--- config.mk ---
export PLATFORM = sky130hd
export DESIGN_NAME = rts_seq
export DESIGN_NICKNAME = d
export VERILOG_FILES = /design/src/hw/rts_pkg.sv /design/src/hw/rts_seq.sv
export SDC_FILE = /design/constraint.sdc
export NUM_CORES = 1
export LEC_CHECK = 0
export ABC_CLOCK_PERIOD_IN_PS = 3900
export BUFFER_PORTS_ARGS = -buffer_cell sky130_fd_sc_hd__buf_4
export CAP_MARGIN = 15
export CORE_ASPECT_RATIO = 1.2
export CORE_MARGIN = 8
export CORE_UTILIZATION = 35
export CTS_CLUSTER_SIZE = 8
export DETAILED_ROUTE_END_ITERATION = 10
export MAX_ROUTING_LAYER = met4
export RECOVER_POWER = 100
export REMOVE_ABC_BUFFERS = 1
export SKIP_CTS_REPAIR_TIMING = 1
export SLEW_MARGIN = 20
export SYNTH_ARGS = -nofsm -noshare
export SYNTH_HDL_FRONTEND = slang
export SYNTH_SLANG_ARGS = --single-unit
--- constraint.sdc ---
create_clock -name clk_i -period 3.9 [get_ports clk_i]
set_clock_uncertainty 0.05 [all_clocks]
set_input_delay 1.17 -clock clk_i [delete_from_list [all_inputs] [get_ports clk_i]]
set_output_delay 1.17 -clock clk_i [all_outputs]
set_load 0.03 [all_outputs]
--- src/hw/rts_pkg.sv ---
// Package with constants and types of the resistive touch sequencer.
// Behaviour
// - Window pins +0..+3 are top X, bottom X, right Y and left Y.
// - Pin offset zero places the window on analog pins 0 to 3.
// - Pin offset one places the window on pins 1 to 4, freeing pin 0.
// - Drive select low: pins measure and ground, supply pins drive supply.
// - Drive select resets to zero, so supply pins drive by default.
// - Drive select high: window pins +0 and +2 drive supply directly.
// - Drive select high releases both supply pins for general use.
// - Vertical axis: supply and ground on X pins, Y pins tristated.
// - Each axis also converts both driven electrodes for offset correction.
// - Horizontal axis: X pins tristated, supply and ground on Y pins.
// - Contact detection starts when software sets the enable bit.
// - Detection grounds both X pins, pulls up Y right, floats Y left.
// - Debounce length runs from one to two to the fifteen clocks.
// - Present flag is set while contact current flows.
// - Absent flag is set while no contact current flows.
// - Flags change only after the new state held for the debounce time, except that clearing the enable bit clears both.
// - Each flag raises the interrupt request when its mask bit is one.
// - A debounced contact can trigger a conversion sequence.
// - Plain mode converts every enabled channel and nothing else.
// - Touch mode converts the touch group between other enabled channels.
// - Touch mode select chooses between plain and touch mode.
// - Touch mode enables window channels; sequencer takes over at offset +0.
package rts_pkg;

  // ----------------------------------------------------------------
  // Register offsets
  // ----------------------------------------------------------------
  localparam logic [7:0] RTS_CTRL_OFS      = 8'h00;
  localparam logic [7:0] RTS_MODE_OFS      = 8'h04;
  localparam logic [7:0] RTS_TRIG_OFS      = 8'h0C;
  localparam logic [7:0] RTS_STATUS_OFS    = 8'h14;
  localparam logic [7:0] RTS_IRQ_EN_OFS    = 8'h20;
  localparam logic [7:0] RTS_IRQ_DIS_OFS   = 8'h24;
  localparam logic [7:0] RTS_IRQ_MASK_OFS  = 8'h28;
  localparam logic [7:0] RTS_CHAN_EN_OFS   = 8'h40;
  localparam logic [7:0] RTS_CHAN_DIS_OFS  = 8'h44;
  localparam logic [7:0] RTS_CHAN_STAT_OFS = 8'h48;

  // ----------------------------------------------------------------
  // Field positions
  // ----------------------------------------------------------------
  localparam int RTS_CTRL_START_BIT  = 1;
  localparam int RTS_MODE_TOUCH_BIT  = 0;
  localparam int RTS_MODE_DETECT_BIT = 1;
  localparam int RTS_MODE_DRIVE_BIT  = 2;
  localparam int RTS_MODE_OFFSET_LSB = 16;
  localparam int RTS_MODE_DBC_LSB    = 28;
  localparam int RTS_TRIG_CONTACT_BIT = 0;
  localparam int RTS_ST_READY_BIT    = 0;
  localparam int RTS_ST_PRESENT_BIT  = 1;
  localparam int RTS_ST_ABSENT_BIT   = 2;

  // ----------------------------------------------------------------
  // Reset values and counts
  // ----------------------------------------------------------------
  localparam logic [31:0] RTS_MODE_RESET = 32'h0000_0000;
  localparam logic [7:0]  RTS_CHAN_RESET = 8'h00;
  localparam logic [2:0]  RTS_TOUCH_STEPS = 3'h6;
  localparam logic [2:0]  RTS_AXIS_STEPS  = 3'h3;

  // ----------------------------------------------------------------
  // Sequencer states, Gray coded along idle, scan, convert
  // ----------------------------------------------------------------
  typedef enum logic [1:0] {
    RTS_IDLE = 2'h0,
    RTS_SCAN = 2'h1,
    RTS_CONV = 2'h3
  } rts_state_t;

endpackage

--- src/hw/rts_seq.sv ---
// Resistive touch sequencer with contact debouncer and Wishbone registers.
`timescale 1ns/1ps
module rts_seq
  import rts_pkg::*;
#(
  parameter int NPIN = 8
) (
  // Clock and reset
  input  wire logic             clk_i,
  input  wire logic             rst_i,
  // Wishbone slave
  input  wire logic [7:0]       adr_i,
  input  wire logic [31:0]      dat_i,
  input  wire logic [3:0]       sel_i,
  input  wire logic             we_i,
  input  wire logic             cyc_i,
  input  wire logic             stb_i,
  output logic      [31:0]      dat_o,
  output logic                  ack_o,
  // Analog pins
  input  wire logic [NPIN-1:0]  ad_in_i,
  output logic      [NPIN-1:0]  ad_out_o,
  output logic      [NPIN-1:0]  ad_oe_o,
  output logic      [NPIN-1:0]  ad_pu_o,
  // Dedicated supply pins
  output logic                  x_supply_out_o,
  output logic                  x_supply_oe_o,
  output logic                  y_supply_out_o,
  output logic                  y_supply_oe_o,
  // Converter cell
  output logic                  conv_start_o,
  output logic      [2:0]       conv_chan_o,
  input  wire logic             conv_done_i,
  // Events
  output logic                  irq_o,
  output logic                  busy_o
);

  // ----------------------------------------------------------------
  // State
  // ----------------------------------------------------------------
  typedef struct packed {
    rts_state_t       state;
    logic [2:0]       chan;
    logic [2:0]       tstep;
    logic             in_touch;
    logic [31:0]      mode;
    logic             trig_contact;
    logic [7:0]       chen;
    logic [1:0]       imask;
    logic             ack;
    logic [31:0]      rdat;
    logic [NPIN-1:0]  sync1;
    logic [NPIN-1:0]  sync2;
    logic [15:0]      dbc_cnt;
    logic             present;
    logic             absent;
    logic [NPIN-1:0]  ad_out;
    logic [NPIN-1:0]  ad_oe;
    logic [NPIN-1:0]  ad_pu;
    logic             xs_out;
    logic             xs_oe;
    logic             ys_out;
    logic             ys_oe;
    logic             conv_start;
    logic [2:0]       conv_chan;
    logic             irq;
    logic             busy;
  } rts_reg_t;

  rts_reg_t q;
  rts_reg_t d;

  // ----------------------------------------------------------------
  // Helpers
  // ----------------------------------------------------------------
  // Pin index inside the touch window.
  function automatic logic [2:0] win_pin(input logic [2:0] ofs, input logic [1:0] k);
    win_pin = 3'(ofs + {1'b0, k});
  endfunction

  // Window member selected by each touch step.
  function automatic logic [1:0] step_member(input logic [2:0] step);
    case (step)
      3'h0:    step_member = 2'h1;
      3'h1:    step_member = 2'h0;
      3'h2:    step_member = 2'h2;
      3'h3:    step_member = 2'h3;
      3'h4:    step_member = 2'h2;
      default: step_member = 2'h0;
    endcase
  endfunction

  logic [2:0]  tspo;
  logic        touch_mode;
  logic        detect_en;
  logic        drive_sel;
  logic [3:0]  dbc_len;
  logic [15:0] dbc_last;
  logic [31:0] wmask;
  logic        wb_req;
  logic        wb_wr;
  logic [7:0]  chen_eff;
  logic        raw_contact;
  logic        start_req;

  assign tspo       = q.mode[RTS_MODE_OFFSET_LSB +: 3];
  assign touch_mode = q.mode[RTS_MODE_TOUCH_BIT];
  assign detect_en  = q.mode[RTS_MODE_DETECT_BIT];
  assign drive_sel  = q.mode[RTS_MODE_DRIVE_BIT];
  assign dbc_len    = q.mode[RTS_MODE_DBC_LSB +: 4];
  assign dbc_last   = 16'((17'h1 << dbc_len) - 17'h1);
  assign wmask      = {{8{sel_i[3]}}, {8{sel_i[2]}}, {8{sel_i[1]}}, {8{sel_i[0]}}};
  assign wb_req     = cyc_i & stb_i & ~q.ack;
  assign wb_wr      = wb_req & we_i;

  // ----------------------------------------------------------------
  // Next state
  // ----------------------------------------------------------------
  always_comb begin
    d = q;
    d.ack        = wb_req;
    d.conv_start = 1'b0;
    d.sync1      = ad_in_i;
    d.sync2      = q.sync1;

    // Touch mode adds the window channels to the enabled set.
    chen_eff = q.chen;
    if (touch_mode) begin
      for (int k = 0; k < 4; k++) begin
        chen_eff[win_pin(tspo, 2'(k))] = 1'b1;
      end
    end

    // Contact current pulls the right Y pin low against its pull-up.
    raw_contact = ~q.sync2[win_pin(tspo, 2'h2)];

    // Register writes and reads.
    start_req = 1'b0;
    if (wb_wr) begin
      case (adr_i)
        RTS_CTRL_OFS:     start_req = dat_i[RTS_CTRL_START_BIT] & sel_i[0];
        RTS_MODE_OFS:     d.mode = (q.mode & ~wmask) | (dat_i & wmask);
        RTS_TRIG_OFS:     if (sel_i[0]) d.trig_contact = dat_i[RTS_TRIG_CONTACT_BIT];
        RTS_IRQ_EN_OFS:   if (sel_i[0]) d.imask = q.imask | dat_i[1:0];
        RTS_IRQ_DIS_OFS:  if (sel_i[0]) d.imask = q.imask & ~dat_i[1:0];
        RTS_CHAN_EN_OFS:  if (sel_i[0]) d.chen = q.chen | dat_i[7:0];
        RTS_CHAN_DIS_OFS: if (sel_i[0]) d.chen = q.chen & ~dat_i[7:0];
        default: ;
      endcase
    end
    d.rdat = 32'h0000_0000;
    if (wb_req && !we_i) begin
      case (adr_i)
        RTS_MODE_OFS:      d.rdat = q.mode;
        RTS_TRIG_OFS:      d.rdat = {31'h0000_0000, q.trig_contact};
        RTS_STATUS_OFS:    d.rdat = {29'h0000_0000, q.absent, q.present, ~q.busy};
        RTS_IRQ_MASK_OFS:  d.rdat = {30'h0000_0000, q.imask};
        RTS_CHAN_STAT_OFS: d.rdat = {24'h00_0000, chen_eff};
        default:           d.rdat = 32'h0000_0000;
      endcase
    end

    // Debouncer: frozen while a sequence owns the pins.
    if (!detect_en) begin
      d.dbc_cnt = 16'h0000;
      d.present = 1'b0;
      d.absent  = 1'b0;
    end else if (q.state == RTS_IDLE) begin
      if (raw_contact == q.present && (q.present || q.absent)) begin
        d.dbc_cnt = 16'h0000;
      end else if (q.dbc_cnt >= dbc_last) begin
        d.dbc_cnt = 16'h0000;
        d.present = raw_contact;
        d.absent  = ~raw_contact;
      end else begin
        d.dbc_cnt = 16'(q.dbc_cnt + 16'h0001);
      end
    end

    // A fresh debounced contact starts a sequence when so configured.
    if (q.trig_contact && d.present && !q.present) begin
      start_req = 1'b1;
    end

    // Conversion sequencer.
    case (q.state)
      RTS_IDLE: begin
        if (start_req) begin
          d.state    = RTS_SCAN;
          d.chan     = 3'h0;
          d.tstep    = 3'h0;
          d.in_touch = 1'b0;
        end
      end
      RTS_SCAN: begin
        if (q.in_touch) begin
          d.conv_start = 1'b1;
          d.conv_chan  = win_pin(tspo, step_member(q.tstep));
          d.state      = RTS_CONV;
        end else if (touch_mode && q.chan == tspo) begin
          d.in_touch = 1'b1;
          d.tstep    = 3'h0;
        end else if (chen_eff[q.chan]) begin
          d.conv_start = 1'b1;
          d.conv_chan  = q.chan;
          d.state      = RTS_CONV;
        end else if (q.chan == 3'(NPIN - 1)) begin
          d.state = RTS_IDLE;
        end else begin
          d.chan = 3'(q.chan + 3'h1);
        end
      end
      RTS_CONV: begin
        if (conv_done_i) begin
          d.state = RTS_SCAN;
          if (q.in_touch && q.tstep != RTS_TOUCH_STEPS - 3'h1) begin
            d.tstep = 3'(q.tstep + 3'h1);
          end else if (q.in_touch && q.chan >= 3'(NPIN - 4)) begin
            d.in_touch = 1'b0;
            d.state    = RTS_IDLE;
          end else if (q.in_touch) begin
            d.in_touch = 1'b0;
            d.chan     = 3'(q.chan + 3'h4);
          end else if (q.chan == 3'(NPIN - 1)) begin
            d.state = RTS_IDLE;
          end else begin
            d.chan = 3'(q.chan + 3'h1);
          end
        end
      end
      default: d.state = RTS_IDLE;
    endcase
    d.busy = (d.state != RTS_IDLE);

    // Pin patterns.
    d.ad_out = '0;
    d.ad_oe  = '0;
    d.ad_pu  = '0;
    d.xs_out = 1'b0;
    d.xs_oe  = 1'b0;
    d.ys_out = 1'b0;
    d.ys_oe  = 1'b0;
    if (d.in_touch) begin
      if (d.tstep < RTS_AXIS_STEPS) begin
        d.ad_oe[win_pin(tspo, 2'h1)] = 1'b1;
        if (drive_sel) begin
          d.ad_oe[win_pin(tspo, 2'h0)]  = 1'b1;
          d.ad_out[win_pin(tspo, 2'h0)] = 1'b1;
        end else begin
          d.xs_oe  = 1'b1;
          d.xs_out = 1'b1;
        end
      end else begin
        d.ad_oe[win_pin(tspo, 2'h3)] = 1'b1;
        if (drive_sel) begin
          d.ad_oe[win_pin(tspo, 2'h2)]  = 1'b1;
          d.ad_out[win_pin(tspo, 2'h2)] = 1'b1;
        end else begin
          d.ys_oe  = 1'b1;
          d.ys_out = 1'b1;
        end
      end
    end else if (detect_en) begin
      // Restored as soon as the sequence leaves the touch group.
      d.ad_oe[win_pin(tspo, 2'h0)] = 1'b1;
      d.ad_oe[win_pin(tspo, 2'h1)] = 1'b1;
      d.ad_pu[win_pin(tspo, 2'h2)] = 1'b1;
    end
    if (drive_sel) begin
      d.xs_oe = 1'b0;
      d.ys_oe = 1'b0;
    end

    d.irq = (d.present & q.imask[0]) | (d.absent & q.imask[1]);
  end

  // ----------------------------------------------------------------
  // Registers
  // ----------------------------------------------------------------
  always_ff @(posedge clk_i) begin
    if (rst_i) begin
      q              <= '0;
      q.state        <= RTS_IDLE;
      q.mode         <= RTS_MODE_RESET;
      q.chen         <= RTS_CHAN_RESET;
    end else begin
      q <= d;
    end
  end

  assign dat_o          = q.rdat;
  assign ack_o          = q.ack;
  assign ad_out_o       = q.ad_out;
  assign ad_oe_o        = q.ad_oe;
  assign ad_pu_o        = q.ad_pu;
  assign x_supply_out_o = q.xs_out;
  assign x_supply_oe_o  = q.xs_oe;
  assign y_supply_out_o = q.ys_out;
  assign y_supply_oe_o  = q.ys_oe;
  assign conv_start_o   = q.conv_start;
  assign conv_chan_o    = q.conv_chan;
  assign irq_o          = q.irq;
  assign busy_o         = q.busy;

endmodule

### After elaboration in Yosys (flattened, before gate mapping)

Index checks and enable logic that the tools add are counted.

| storage, ports and cells | value |
|---|---|
| bits in registers | 153 |
| bits of input ports | 58 |
| output and inout bits | 67 |
| logic and storage cells | 208 |

| cells by class | value |
|---|---|
| $add $sub $neg | 9 |
| $lt $le $gt $ge | 12 |
| equal/unequal tests | 30 |
| shift operators | 1 |
| multiplexer cells | 61 |
| bitwise operators | 31 |
| reduce and logical (&&, ||, !) cells | 38 |

Operators by type and width:

| operator | count |
|---|---|
| one-hot mux 32 bit (5 select lines) | 1 |
| 2-to-1 mux 16 bit | 6 |
| bitwise AND 32 bit | 2 |
| OR 8 bit | 7 |
| 2-to-1 mux 8 bit | 4 |
| NOT 32 bit | 1 |
| OR 32 bit | 1 |
| == test 8 x 6 -> 1 bit, second input constant | 3 |
| == test 8 x 7 -> 1 bit, second input constant | 3 |
| 2-to-1 mux 2 bit | 12 |
| != test 2 bit, second input constant | 12 |
| one-hot mux 7 bit (3 select lines) | 1 |
| < comparator 3 x 4 -> 1 bit, second input constant | 5 |
| 2-to-1 mux 9 bit | 2 |
| adder 16 x 1 -> 16 bit, second input constant | 1 |
| >= comparator 16 bit | 1 |
| 2-to-1 mux 4 bit | 4 |
| one-hot mux 8 bit (2 select lines) | 1 |
| << shifter 1 x 4 -> 16 bit, first input constant | 1 |
| subtractor 16 x 1 -> 16 bit, second input constant | 1 |
| 2-to-1 mux 3 bit | 5 |
| 2-to-1 mux 1 bit | 13 |
| demux 1 bit (select 3 bit) | 4 |
| >= comparator 3 x 1 -> 1 bit, second input constant | 4 |
| 44 further kinds | 87 |

### Depth between registers and ports, before layout

| logic depth | value |
|---|---|
| word-level depth | 18 |
| mapped depth | 17 |
| depth with buffers taken out | 16 |

### Least setup slack after synthesis

No wires, ideal clock.

| path | value |
|---|---|
| path kind | flip-flop to flip-flop |
| start point | reg (tool-made name) |
| end point | reg q, in the netlist ad_out_o[0] |
| library setup time | 0.078 ns |
| data arrival time | 3.808 ns |
| data required time | 3.772 ns |
| setup slack | -0.036 ns |
| cell stages (with the launch flop) | 18 |
| buffers on the path | 1 |
| clock period less this slack | 3.936 ns |
| cell sequence | dfxtp_1 -> or2_2 -> nand2b_1 -> ha_1 -> or2_2 -> o21ai_0 -> a22o_1 -> a21oi_1 -> ha_1 -> and4_1 -> and2_1 -> a311oi_1 -> a21oi_2 -> a21boi_2 -> nor2_1 -> or3_1 -> buf_2 -> nor3_1 |

RTL lines:

| element | RTL line | text |
|---|---|---|
| end: declaration | rts_seq.sv:71 | `rts_reg_t q;` |

==> reports/results.txt <==
Status = finished clean
HPWL after DPL = 14,400 um
Largest net degree at the start of global routing = 34
Setup Slack @ Placement = -89.7 ps
Fmax = 0.266 GHz
Routability congestion estimate = 0.885
Final ANT Viol Nets = 0
Vias per cell = 5.08
Clk root buf = clkbuf_16
Wire length per cell = 15.7 um
CTS H-Tree Depth = 4
Dominant cell type by area after synthesis = dfxtp_1
Post-route cell area = 9070 sq um
Num rows = 59
IO Port Bufs = 124
Synth Area per Inst = 8.62 sq um
Max-slew violation count = 0
Die Height = 178 um
Num CTS Buffers = 17
Iteration-0 DRC Markers = 306
Pwr dens = 374 nW/um^2
CTS tree = yes
Final non-filler cell total = 1,250
Period utilization = 0.962
Placed insts = 1,215
Post-synth EDFFs = 0
Die width = 151 um
Core area = 21,500 sq um
Worst skew pair latency = 420 ps
Headroom to the max-slew limit = 0.0434
Arrival time at the worst endpoint = 4000 ps
Multi-input logic area = 3950 sq um
Post-route minimum period = 3750 ps
Worst-path clk slew = 70 ps
Pre-antenna DRT Iters = 5
Clock Tree Buf Depth = 2
Top-count cell post-synth = dfxtp_1
Hold WC Path Type = register to register
Layout Nets = 1,058
GRT Util Overall = 0.149
Post-synth top area share = 0.403
Initial Utilization = 0.354
Total grt overflow = 0
Post-synth top flop = dfxtp_1
Worst Setup End Kind = register
Layout cells sized above 1 = 0.159
Hold Vio Cnt, Final = 0
DP Area = 8590 sq um
Die area = 26,700 sq um
DR DRC count = 0
Kind of critical path = register to register
Yosys warning total = 0
Crit Path Max Fanout = 7
Vias in the first global route = 6,192
Crit path launch type = register
Seq/Total Area, Yosys = 0.403
Post-route setup slack = 147 ps
Final setup fails = 0
Worst Tran Pin Value = 1430 ps
Initial antenna violation count = 0
Ports = 125
Global-route wire length before repair = 31,100 um
Clock sinks = 153
Maxcap violations = 0
LEAKAGE = 3.55 nW
Sequential Area = 3060 sq um
Mapped cell area = 7610 sq um
Ant diodes = 0
Layout fillers = 2,214
Via Count = 6,353
FF+latch count, synth = 153
Number of distinct library cells after synthesis = 70
Hold WS = 384 ps
Maximum VDD drop = 0.353 mV
Total Wirelength = 19,600 um
Syn-to-layout area delta = 19.2%
Top post-synthesis cells by area = dfxtp_1, buf_4, ha_1
Finished Core Util = 0.422
Critical Path RT = 4150 ps
Cells after synthesis = 883
Fraction of registers with async set/reset = 0
Post-synth top cells = dfxtp_1, nand2_1, nor2_1
[where the power goes]
group	switching, mW	internal [mW]	leakage, nW
Combinational	0.0471	0.0505	2.03
Clock	0.699	1.02	0.287
Sequential	0.00190	1.57	1.24
Total	0.748	2.64	3.55
[layout make-up]
class	count	area share
multi-input combinational	603	0.435
sequential	153	0.338
timing repair buffer	168	0.113
clock buffer	17	0.0469
tap	274	0.0378
clock inverter	14	0.0206
inverter	21	0.00869
[cells by family after synthesis]
group,after synthesis,share of synthesized area
other,1,0.000493
AO/OA/AOI/OAI,167,0.145
adder cells (fa/ha/maj),36,0.0602
flip-flops,153,0.403
multiplexers,33,0.0477
XOR/XNOR,25,0.0288
AND/OR/NAND/NOR,341,0.222
buffers and inverters,127,0.0934
[layout by cell type, fill, tap and decap left out, types with 17 or more instances in the layout]
| master | instances |
|---|---|
| o21ai_0 | 29 |
| a21oi_1 | 56 |
| nor2_1 | 78 |
| nand2_1 | 81 |
| xor2_1 | 17 |
| nand3_1 | 42 |
| nor2b_1 | 26 |
| clkbuf_16 | 18 |
| and3_1 | 36 |
| clkbuf_1 | 77 |
| dfxtp_1 | 153 |
| mux2i_1 | 23 |
| nor3_1 | 18 |
| ha_1 | 34 |
| inv_1 | 20 |
| buf_4 | 84 |
[final timing paths]
kind         slack [ps]  cells past startpoint      from          to
max                 150                     19  register  ad_oe_o[2]
min                 380                      1     d[52]       q[52]
max reg2reg         150                     19  register  ad_oe_o[2]
min reg2reg         380                      1     d[52]       q[52]
[stage by stage]
step | setup TNS [ps] | total power, mW
after floorplan | -3140 | 1.63
after global placement | -29.9 | 1.70
after detailed placement | -1260 | 1.70
after CTS | -2010 | 3.43
after global routing | -215 | 3.51
final | 0 | 3.39
[routing by layer]
| layer | global-route usage | routed length [um] | share of wire | up-vias |
|---|---|---|---|---|
| li1 | - | - | - | 3203 |
| met5 | - | 0 | 0 | - |
| met1 | 0.191 | 9110 | 0.46 | 2942 |
| met2 | 0.226 | 8810 | 0.45 | 192 |
| met4 | 0.0553 | 272 | 0.014 | 0 |
| met3 | 0.0334 | 1430 | 0.073 | 16 |
[critical path, cell delays in order (launching register included)]
cell	delay [ps]
dfxtp_1	310
or2_4	240
nand2b_4	140
ha_2	180
or2_4	230
o21ai_1	130
a22o_1	140
a21oi_1	70
ha_1	300
and4_1	200
and2_4	170
a311oi_4	100
a21oi_4	250
a21boi_2	90
buf_4	150
a211oi_4	280
buf_12	170
buf_12	130
mux2i_2	200
o22ai_1	100
Power figures use the tool's default switching activity.
